$ cat src/rtl/tmsl_consts.vh
// Purpose: Constants for the touch matrix setup loader.
// Assumes: 100 MHz clock, 32-bit APB register access.
// Notes: Setup block byte layout, defaults and register offsets.
`ifndef TMSL_CONSTS_VH
`define TMSL_CONSTS_VH
`define TMSL_NKEYS 24
`define TMSL_BLK_LEN 7'd101
`define TMSL_OFS_THR 7'd0
`define TMSL_OFS_DIL 7'd24
`define TMSL_OFS_RCL 7'd48
`define TMSL_OFS_BST 7'd72
`define TMSL_OFS_MSY 7'd96
`define TMSL_OFS_BSP 7'd97
`define TMSL_OFS_FLR_LO 7'd98
`define TMSL_OFS_FLR_HI 7'd99
`define TMSL_OFS_CRC 7'd100
`define TMSL_DEF_THR 8'hA6
`define TMSL_DEF_DIL 8'h52
`define TMSL_DEF_RCL 8'h14
`define TMSL_DEF_BST 8'h20
`define TMSL_DEF_MSY 8'h00
`define TMSL_DEF_BSP 8'h01
`define TMSL_DEF_FLR 16'h0064
`define TMSL_FLR_MAX 16'h07FF
`define TMSL_THR_ADD 8'h04
`define TMSL_CMD_SETUP 8'h01
`define TMSL_CMD_ALLKEYS 8'h07
`define TMSL_MSY_BIT 6
`define TMSL_NKS_BIT 6
`define TMSL_SSY_BIT 7
`define TMSL_BLEN_LSB 4
`define TMSL_A_CMD 12'h000
`define TMSL_A_DATA 12'h004
`define TMSL_A_STAT 12'h008
`define TMSL_A_REPORT 12'h00C
`define TMSL_A_KEYSEL 12'h010
`define TMSL_A_KEYCFG 12'h014
`define TMSL_A_GLOBAL 12'h018
`define TMSL_A_REF 12'h01C
`define TMSL_A_TOUCH 12'h020
`define TMSL_A_RECAL 12'h024
`endif

$ cat src/rtl/tmsl_key_unit.v
// Purpose: Per-key setup storage with lookup translation and floor check.
// Assumes: Bytes arrive one at a time with a commit strobe after check.
// Notes: One instance per key; staging and live copies kept separately.
`timescale 1ns/1ns
`include "tmsl_consts.vh"
module tmsl_key_unit (
    input wire mclk_i,
    input wire reset_n_i,
    input wire ce_i,
    input wire [1:0] stage_sel_i,
    input wire stage_we_i,
    input wire [7:0] stage_byte_i,
    input wire commit_i,
    input wire recal_i,
    input wire [15:0] floor_i,
    input wire [15:0] ref_i,
    output wire [31:0] cfg_o,
    output wire below_o
);
    // Staging bytes: threshold/drift, integrators, recal, burst/flags.
    reg [7:0] stg_r [0:3];
    // Live bytes used by the acquisition logic.
    reg [7:0] live_r [0:3];
    // Scope trigger only changes on reset or recalibration.
    reg scope_r;
    integer i;

    // Staging and live copies; the live copy changes only on reset or commit.
    always @(posedge mclk_i) begin
        if (!reset_n_i) begin
            stg_r[0] <= `TMSL_DEF_THR;
            stg_r[1] <= `TMSL_DEF_DIL;
            stg_r[2] <= `TMSL_DEF_RCL;
            stg_r[3] <= `TMSL_DEF_BST;
            live_r[0] <= `TMSL_DEF_THR;
            live_r[1] <= `TMSL_DEF_DIL;
            live_r[2] <= `TMSL_DEF_RCL;
            live_r[3] <= `TMSL_DEF_BST;
            scope_r <= 1'b0;
        end else if (ce_i) begin
            if (stage_we_i) begin
                stg_r[stage_sel_i] <= stage_byte_i;
            end
            if (commit_i) begin
                for (i = 0; i < 4; i = i + 1) begin
                    live_r[i] <= stg_r[i];
                end
            end
            if (recal_i) begin
                scope_r <= live_r[3][`TMSL_SSY_BIT];
            end
        end
    end

    // Drift compensation lookup, index 0..15 to seconds code.
    reg [7:0] drift_v;
    always @* begin
        case (live_r[0][7:4])
            4'h0: drift_v = 8'h01;
            4'h1: drift_v = 8'h02;
            4'h2: drift_v = 8'h03;
            4'h3: drift_v = 8'h04;
            4'h4: drift_v = 8'h05;
            4'h5: drift_v = 8'h06;
            4'h6: drift_v = 8'h07;
            4'h7: drift_v = 8'h08;
            4'h8: drift_v = 8'h09;
            4'h9: drift_v = 8'h0A;
            4'hA: drift_v = 8'h0A;
            default: drift_v = 8'h0A;
        endcase
    end

    // Burst length table: 16, 32, 48, 64 pulses.
    // The index plus one needs a third bit, or setting 3 would wrap to zero pulses.
    wire [2:0] blen_idx = {1'b0, live_r[3][`TMSL_BLEN_LSB+1:`TMSL_BLEN_LSB]} + 3'd1;
    wire [6:0] burst_v = {blen_idx, 4'h0};
    wire [7:0] thr_v = {4'h0, live_r[0][3:0]} + `TMSL_THR_ADD;
    wire key_on = (live_r[1][3:0] != 4'h0);

    // Packed view: threshold, drift, burst, flags, enable, integrators.
    assign cfg_o = {thr_v[5:0], drift_v[3:0], burst_v, live_r[3][`TMSL_NKS_BIT], scope_r,
                    key_on, live_r[1][7:4], live_r[1][3:0], 4'h0};
    // A disabled key cannot raise the floor error.
    assign below_o = key_on && (ref_i < floor_i);
endmodule

$ cat src/rtl/tmsl_loader.v
// Purpose: Receive, check and apply the 101-byte touch matrix setup block.
// Assumes: APB master with 32-bit data; inputs synchronous to mclk_i.
// Notes: Setup mode is entered by two consecutive 0x01 commands.
// Function
// - Flag error when any reference below floor; the code ignores keys whose normal integrator is zero.
// - Floor limit two bytes, low byte first.
// - Floor default 100, range 0 to 2047.
// - Checksum byte at position 100 ends block.
// - Accept block only after two 0x01 commands.
// - Block is always 101 bytes long.
// - Threshold nibble plus four; drift via table.
// - Normal integrator zero disables the key.
// - Recal delay half seconds, zero infinite; the code stages the recal byte but nothing reads it.
// - Bits 5:4 choose burst length by table.
// - Bit 6 suppression, bit 7 scope sync.
// - Byte 96 bit 6 enables mains lock.
// - Byte 97 low nibble sets burst spacing.
// - Bytes 98-99 hold global signal floor.
// - Report command returns three touch bytes.
// - Byte is Y line, bit is X line.
// - Keys 0 to 7 byte sent first.
// - Field indexes translated through lookup tables.
// - Scope sync changes after reset or recal.
//
// Design decision made here: the APB interface to the registers.
`timescale 1ns/1ns
`include "tmsl_consts.vh"
module tmsl_loader (
    input wire mclk_i,
    input wire reset_n_i,
    input wire ce_i,
    input wire psel_i,
    input wire penable_i,
    input wire pwrite_i,
    input wire [11:0] paddr_i,
    input wire [31:0] pwdata_i,
    output wire pready_o,
    output reg [31:0] prdata_o,
    output wire pslverr_o,
    output wire floor_error_o,
    output wire mains_lock_enable_o,
    output wire [3:0] burst_slot_spacing_o,
    output wire [15:0] signal_floor_limit_o,
    output wire setup_mode_o
);
    localparam ST_IDLE = 2'd0;
    localparam ST_ARMED = 2'd1;
    localparam ST_LOAD = 2'd2;

    // Loader state, byte counter and running checksum.
    reg [1:0] state_r;
    reg [6:0] cnt_r;
    reg [7:0] sum_r;
    // Global staging and live bytes.
    reg [7:0] msy_stg_r;
    reg [7:0] bsp_stg_r;
    reg [15:0] floor_stg_r;
    reg [7:0] msy_r;
    reg [7:0] bsp_r;
    reg [15:0] floor_r;
    // Status: sticky checksum error, last load good, floor error.
    reg crc_err_r;
    reg load_ok_r;
    reg floor_err_r;
    // Report byte pointer for the three-byte touch stream.
    reg [1:0] rep_ptr_r;
    // Test-visible acquisition inputs and key selection.
    reg [4:0] key_sel_r;
    reg [15:0] ref_r [0:`TMSL_NKEYS-1];
    reg [`TMSL_NKEYS-1:0] touch_r;
    reg [`TMSL_NKEYS-1:0] recal_r;
    integer k;

    // APB decode: a transfer completes in its first access cycle.
    wire acc = psel_i && penable_i && ce_i;
    wire wr = acc && pwrite_i;
    wire rd = acc && !pwrite_i;
    wire a_cmd = (paddr_i == `TMSL_A_CMD);
    wire a_data = (paddr_i == `TMSL_A_DATA);
    wire a_stat = (paddr_i == `TMSL_A_STAT);
    wire a_rep = (paddr_i == `TMSL_A_REPORT);
    wire a_ksel = (paddr_i == `TMSL_A_KEYSEL);
    wire a_kcfg = (paddr_i == `TMSL_A_KEYCFG);
    wire a_glob = (paddr_i == `TMSL_A_GLOBAL);
    wire a_ref = (paddr_i == `TMSL_A_REF);
    wire a_touch = (paddr_i == `TMSL_A_TOUCH);
    wire a_recal = (paddr_i == `TMSL_A_RECAL);
    wire mapped = a_cmd | a_data | a_stat | a_rep | a_ksel | a_kcfg | a_glob |
                  a_ref | a_touch | a_recal;
    assign pready_o = 1'b1;
    // Unmapped addresses answer with an error and no side effect.
    assign pslverr_o = psel_i && penable_i && !mapped;

    wire [7:0] in_byte = pwdata_i[7:0];
    // A data byte is taken only while loading; others are ignored.
    wire take = wr && a_data && (state_r == ST_LOAD);
    wire last = (cnt_r == `TMSL_OFS_CRC);
    wire good = (sum_r == in_byte);
    wire commit = take && last && good;
    wire in_keys = (cnt_r < `TMSL_OFS_MSY);
    // Which key byte slot and which key the current byte belongs to.
    reg [1:0] slot_v;
    reg [6:0] key_v;
    always @* begin
        if (cnt_r < `TMSL_OFS_DIL) begin
            slot_v = 2'd0;
            key_v = cnt_r;
        end else if (cnt_r < `TMSL_OFS_RCL) begin
            slot_v = 2'd1;
            key_v = cnt_r - `TMSL_OFS_DIL;
        end else if (cnt_r < `TMSL_OFS_BST) begin
            slot_v = 2'd2;
            key_v = cnt_r - `TMSL_OFS_RCL;
        end else begin
            slot_v = 2'd3;
            key_v = cnt_r - `TMSL_OFS_BST;
        end
    end

    // Per-key units: configuration and floor comparison.
    wire [31:0] cfg_w [0:`TMSL_NKEYS-1];
    wire [`TMSL_NKEYS-1:0] below_w;
    genvar g;
    generate
        for (g = 0; g < `TMSL_NKEYS; g = g + 1) begin : g_key
            tmsl_key_unit tmsl_key_unit_inst (
                .mclk_i(mclk_i),
                .reset_n_i(reset_n_i),
                .ce_i(ce_i),
                .stage_sel_i(slot_v),
                .stage_we_i(take && in_keys && (key_v == g)),
                .stage_byte_i(in_byte),
                .commit_i(commit),
                .recal_i(recal_r[g]),
                .floor_i(floor_r),
                .ref_i(ref_r[g]),
                .cfg_o(cfg_w[g]),
                .below_o(below_w[g])
            );
        end
    endgenerate

    // Setup mode sequence: two consecutive 0x01 commands arm the load.
    always @(posedge mclk_i) begin
        if (!reset_n_i) begin
            state_r <= ST_IDLE;
            cnt_r <= 7'd0;
            sum_r <= 8'h00;
        end else if (ce_i) begin
            case (state_r)
                ST_IDLE: begin
                    if (wr && a_cmd && (in_byte == `TMSL_CMD_SETUP)) begin
                        state_r <= ST_ARMED;
                    end
                end
                ST_ARMED: begin
                    // Any other command breaks the pair.
                    if (wr && a_cmd) begin
                        if (in_byte == `TMSL_CMD_SETUP) begin
                            state_r <= ST_LOAD;
                            cnt_r <= 7'd0;
                            sum_r <= 8'h00;
                        end else begin
                            state_r <= ST_IDLE;
                        end
                    end
                end
                ST_LOAD: begin
                    if (take) begin
                        // Simple additive sum; the real polynomial is not modelled.
                        sum_r <= sum_r + in_byte;
                        cnt_r <= cnt_r + 7'd1;
                        if (last) begin
                            state_r <= ST_IDLE;
                        end
                    end
                end
                default: state_r <= ST_IDLE;
            endcase
        end
    end

    // Global settings: staged during the load, applied on good checksum.
    always @(posedge mclk_i) begin
        if (!reset_n_i) begin
            msy_stg_r <= `TMSL_DEF_MSY;
            bsp_stg_r <= `TMSL_DEF_BSP;
            floor_stg_r <= `TMSL_DEF_FLR;
            msy_r <= `TMSL_DEF_MSY;
            bsp_r <= `TMSL_DEF_BSP;
            floor_r <= `TMSL_DEF_FLR;
        end else if (ce_i) begin
            if (take) begin
                if (cnt_r == `TMSL_OFS_MSY) begin
                    msy_stg_r <= in_byte;
                end else if (cnt_r == `TMSL_OFS_BSP) begin
                    bsp_stg_r <= in_byte;
                end else if (cnt_r == `TMSL_OFS_FLR_LO) begin
                    floor_stg_r[7:0] <= in_byte;
                end else if (cnt_r == `TMSL_OFS_FLR_HI) begin
                    floor_stg_r[15:8] <= in_byte;
                end
            end
            if (commit) begin
                msy_r <= msy_stg_r;
                bsp_r <= bsp_stg_r;
                // Values above 2047 are clamped to the top of the range.
                floor_r <= (floor_stg_r > `TMSL_FLR_MAX) ? `TMSL_FLR_MAX : floor_stg_r;
            end
        end
    end

    // Status flags; a fresh event wins over a clear by status write.
    always @(posedge mclk_i) begin
        if (!reset_n_i) begin
            crc_err_r <= 1'b0;
            load_ok_r <= 1'b0;
            floor_err_r <= 1'b0;
        end else if (ce_i) begin
            if (take && last && !good) begin
                crc_err_r <= 1'b1;
                load_ok_r <= 1'b0;
            end else if (wr && a_stat && pwdata_i[1]) begin
                crc_err_r <= 1'b0;
            end
            if (commit) begin
                load_ok_r <= 1'b1;
            end
            // Floor error follows the live comparison in every cycle with ce_i high.
            floor_err_r <= |below_w;
        end
    end

    // Acquisition stand-ins written by software: references, touches, recal.
    always @(posedge mclk_i) begin
        if (!reset_n_i) begin
            key_sel_r <= 5'd0;
            touch_r <= {`TMSL_NKEYS{1'b0}};
            recal_r <= {`TMSL_NKEYS{1'b0}};
            rep_ptr_r <= 2'd0;
            for (k = 0; k < `TMSL_NKEYS; k = k + 1) begin
                ref_r[k] <= 16'h0000;
            end
        end else if (ce_i) begin
            recal_r <= {`TMSL_NKEYS{1'b0}};
            if (wr && a_ksel) begin
                key_sel_r <= pwdata_i[4:0];
            end
            if (wr && a_ref && (key_sel_r < `TMSL_NKEYS)) begin
                ref_r[key_sel_r] <= pwdata_i[15:0];
            end
            if (wr && a_touch) begin
                touch_r <= pwdata_i[`TMSL_NKEYS-1:0];
            end
            if (wr && a_recal) begin
                recal_r <= pwdata_i[`TMSL_NKEYS-1:0];
            end
            // Report command restarts the stream at the keys 0..7 byte.
            if (wr && a_cmd && (in_byte == `TMSL_CMD_ALLKEYS)) begin
                rep_ptr_r <= 2'd0;
            end else if (rd && a_rep) begin
                rep_ptr_r <= (rep_ptr_r == 2'd2) ? 2'd0 : rep_ptr_r + 2'd1;
            end
        end
    end

    // Read mux: data is registered, so reads answer in the access cycle.
    always @(posedge mclk_i) begin
        if (!reset_n_i) begin
            prdata_o <= 32'h0000_0000;
        end else if (ce_i && psel_i && !penable_i && !pwrite_i) begin
            if (a_stat) begin
                prdata_o <= {26'h0, state_r, setup_mode_o, floor_err_r, crc_err_r,
                             load_ok_r};
            end else if (a_rep) begin
                // Byte index is Y line, bit index is X line.
                prdata_o <= {24'h0, touch_r[rep_ptr_r*8 +: 8]};
            end else if (a_ksel) begin
                prdata_o <= {27'h0, key_sel_r};
            end else if (a_kcfg) begin
                prdata_o <= (key_sel_r < `TMSL_NKEYS) ? cfg_w[key_sel_r] : 32'h0000_0000;
            end else if (a_glob) begin
                prdata_o <= {floor_r, 3'h0, msy_r[`TMSL_MSY_BIT], bsp_r[3:0], 8'h00};
            end else if (a_touch) begin
                prdata_o <= {8'h00, touch_r};
            end else begin
                prdata_o <= 32'h0000_0000;
            end
        end
    end

    assign setup_mode_o = (state_r == ST_LOAD);
    assign floor_error_o = floor_err_r;
    assign mains_lock_enable_o = msy_r[`TMSL_MSY_BIT];
    assign burst_slot_spacing_o = bsp_r[3:0];
    assign signal_floor_limit_o = floor_r;
endmodule

$ cat config.mk
export PLATFORM = sky130hd
export DESIGN_NAME = tmsl_loader
export DESIGN_NICKNAME = d
export VERILOG_FILES = /design/src/rtl/tmsl_key_unit.v /design/src/rtl/tmsl_loader.v
export VERILOG_INCLUDE_DIRS = /design/src /design/src/rtl
export SDC_FILE = /design/constraint.sdc
export NUM_CORES = 2
export LEC_CHECK = 0
export BUFFER_PORTS_ARGS = -buffer_cell sky130_fd_sc_hd__buf_4
export CORE_MARGIN = 3
export CORE_UTILIZATION = 56
export CTS_BUF_LIST = sky130_fd_sc_hd__clkbuf_16
export DETAILED_ROUTE_END_ITERATION = 8
export MAX_ROUTING_LAYER = met4
export PLACE_DENSITY = 0.74
export SYNTH_ARGS = -nofsm -noshare
export SYNTH_HDL_FRONTEND = slang
export SYNTH_MEMORY_MAX_BITS = 65536
export SYNTH_SLANG_ARGS = --single-unit
$ cat constraint.sdc
create_clock -name mclk_i -period 38.5 [get_ports mclk_i]
set_clock_uncertainty 0.1 [all_clocks]
set_input_delay 9.625 -clock mclk_i [delete_from_list [all_inputs] [get_ports mclk_i]]
set_output_delay 9.625 -clock mclk_i [all_outputs]
set_load 0.01 [all_outputs]
==> flow_summary.ini <==
[status]
status = finished, final reports clean

[routing]
drt-initial-drc-count = 5803
dr_wl_met2_mm = 94.86
viasPerCell = 6.240
wl_per_cell_um = 26.33
route.met3.wl_mm = 18.39
drc = 0
firstDrtPassIters = 7
wl_mm = 198.9
top_layer = met4
drtAntennaViolNets = 0
met1Wirelength_mm = 75.37
dr_total_vias = 47150

[floorplan]
die_area_um2 = 135000
boundaryPins = 107
die_x_um = 367.4
die_h_um = 367.4
core_area_um2 = 128700
num_rows = 131
start_util_pct = 56.84

[worst_setup_path]
path_cells = buf_4 -> nor4_4 -> and2_1 -> a31oi_1 -> buf_4
required_ps = 28780
setup.worst_path.end_class = output port
start_kind = primary input
critPathSlowestCell = nor4_4
worstPathArrival_ps = 10510
path_common_cell = buf_4
startpoint = paddr_i[7]
path_max_fanout = 3
rr_endpoint = g_key[17].tmsl_key_unit_inst.stg_r[1][5]$_SDFFCE_PN0P_
crit_type = in -> out
crit_end = pslverr_o
timing.rr.start = cnt_r[3]$_SDFFE_PN0P_
rrSetupSlack_ps = 33620
rr_worst_depth = 9
critPathMaxStageDelay_ps = 310

[cts]
clock_path_buffers = 3
post_cts_resized = 0
htreeDepth = 4
post_cts_buffers = 0
cts.clk_slew.worst_paths_ps = 60
cts-root-buf = clkbuf_16
cts_buffers = 155
cts.sinks = 1517
cts_tree = done
cts_hold_buffers = 0
insertion_delay_ps = 790

[timing]
rsz0062_at_grt = no
relSlewSlack_pct = 7.546
hold_violations = 0
setup_tns_ps = 0
setup_violations = 0
min_period_ps = 20240
worst_pin_slew_ps = 1352
finalMaxSlewViolations = 0
max_freq_mhz = 49.41
fin_crit_sh_pct = 52.57

[finish]
final_util_pct = 62.75
fin_nets = 6241
final_area_um2 = 80730
finalNonFillerCells = 7555
drive_above_1_share_pct = 10.95
area_growth_syn_to_layout_pct = 10.39

[synthesis]
ys_ff_latch = 1517
synth_flop_cell = edfxtp_1
synth-edff-count = 1344
async_flop_share_pct = 0
synth.distinct_cells = 83
synth_top_area_share_pct = 55.18
syn_inst = 5679
seq_area_frac_synth_pct = 59.92
synth-warning-count = 0
syn_avg_cell_area_um2 = 12.88
syn-num-nets = 6228
synth_top_area_cell = edfxtp_1
yosys-top-cells-area = edfxtp_1 (55%), ha_1 (8.5%), and2_1 (6.4%)
syn-cell-area_um2 = 73140

[global_route]
grt_pass1_wl_mm = 291.9
antenna_found_initial = 15
grt_max_degree = 256
grt-ovfl-total = 0
first_global_vias = 45770
grt.total_usage_pct = 30.10

[placement]
place_inst = 7260
placed_area_um2 = 75790
hpwl_mm = 125.6
port_buffers = 97
gp_congestion = 0.9123

[flow_run]
maxCapViolations = 0

[pwr]
max-vdd-ir-drop_v = 0.00004618
p_total_mw = 3.497
powerDensity_nw_per_um2 = 43.31
power.leakage_nw = 29.14

[min_path]
hold_class = reg -> reg
==> synth_stat cells, types with 123 or more instances <==
cell type and number:
nor2_1 247, a21oi_1 144, nand2_1 284, and2_1 749
clkbuf_1 325, o21ai_0 207, nand2b_1 235, mux4_2 123
ha_1 498, or3_1 153, dfxtp_1 173, and3_1 141
edfxtp_1 1344
==> placed cells by master, fill, tap and decap left out, drive strengths merged, types with 59 or more instances in the layout <==
cell type and instances:
clkbuf 158, o21ai 215, mux4 123, and2 752, nor2 251, nand2b 235
clkinv 74, a22oi 59, nand3 80, a21oi 144, a21boi 62, buf 235
dfxtp 173, edfxtp 1344, a211oi 66, ha 498, or3 153, nor2b 118
nand2 284, and3 141, inv 114
==> critical path, delay by kind of cell <==
kind	cells	cell delay, ps
simple gates	2	520
buf+inv	2	270
compound gates	1	100
==> worst min-delay path by stage <==
| stage | startpoint | endpoint | slack, ps | depth (start not counted) |
|---|---|---|---|---|
| final | g_key[22].tmsl_key_unit_inst.scope_r$_SDFFE_PN0P_ | g_key[22].tmsl_key_unit_inst.scope_r$_SDFFE_PN0P_ | 360 | 2 |
| after floorplan | g_key[10].tmsl_key_unit_inst.scope_r$_SDFFE_PN0P_ | g_key[10].tmsl_key_unit_inst.scope_r$_SDFFE_PN0P_ | 340 | 2 |
| after detailed placement | g_key[22].tmsl_key_unit_inst.scope_r$_SDFFE_PN0P_ | g_key[22].tmsl_key_unit_inst.scope_r$_SDFFE_PN0P_ | 360 | 2 |
| after CTS | g_key[22].tmsl_key_unit_inst.scope_r$_SDFFE_PN0P_ | g_key[22].tmsl_key_unit_inst.scope_r$_SDFFE_PN0P_ | 360 | 2 |
| after global placement | g_key[4].tmsl_key_unit_inst.scope_r$_SDFFE_PN0P_ | g_key[4].tmsl_key_unit_inst.scope_r$_SDFFE_PN0P_ | 350 | 2 |
| after global routing | g_key[0].tmsl_key_unit_inst.scope_r$_SDFFE_PN0P_ | g_key[0].tmsl_key_unit_inst.scope_r$_SDFFE_PN0P_ | 390 | 2 |
==> sequential cells by signal, indices dropped and copies added (netlist names), 4 cells and up <==
register	cells
g_key.tmsl_key_unit_inst.live_r	480
sum_r	8
floor_stg_r	16
cnt_r	7
bsp_stg_r	4
ref_r	384
g_key.tmsl_key_unit_inst.stg_r	480
key_sel_r	5
signal_floor_limit_o	16
bsp_r	4
recal_r	24
g_key.tmsl_key_unit_inst.scope_r	24
prdata_o	32
touch_r	24
==> metal layers <==
metal  GRT usage, %  up-vias
met2          48.12     2253
li1               -    21020
met3          5.338      501
met5              -        -
met4          14.10        0
met1          37.47    23370
==> layout make-up <==
cell class	instances	area, µm²
antenna	11	27.53
clock buffer	157	3929
clock inverter	123	965.9
fill	9496	47930
inverter	79	296.5
multi-input combinational	3703	27700
sequential	1517	43830
tap	1729	2163
timing repair buffer	236	1821
==> power by group <==
group / switching (mW) / internal (mW)
Combinational: 0.106 / 0.0525
Sequential: 0.0255 / 1.85
Clock: 0.639 / 0.823
Total: 0.771 / 2.73
==> per-stage QoR <==
step           setup WS, ps  hold WS [ps]
6_report              18260         361.6
5_1_grt               18220         385.5
4_1_cts               18260         364.4
3_5_place_dp          18260         357.1
3_3_place_gp          18280         349.2
2_1_floorplan         16230         340.2
==> kinds of logic (layout without fill, tap and decap cells) <==
family	after synthesis	in the layout	share of synthesized area [%]
buffers and inverters	459	595	2.436
AND/OR/NAND/NOR	2199	2199	17.04
flip-flops	1517	1517	59.92
multiplexers	181	181	4.590
other	1	12	0.005127
adder cells (fa/ha/maj)	499	499	8.547
XOR/XNOR	11	11	0.1317
AO/OA/AOI/OAI	812	812	7.337
Note: power is estimated with default switching activity, not from simulation.
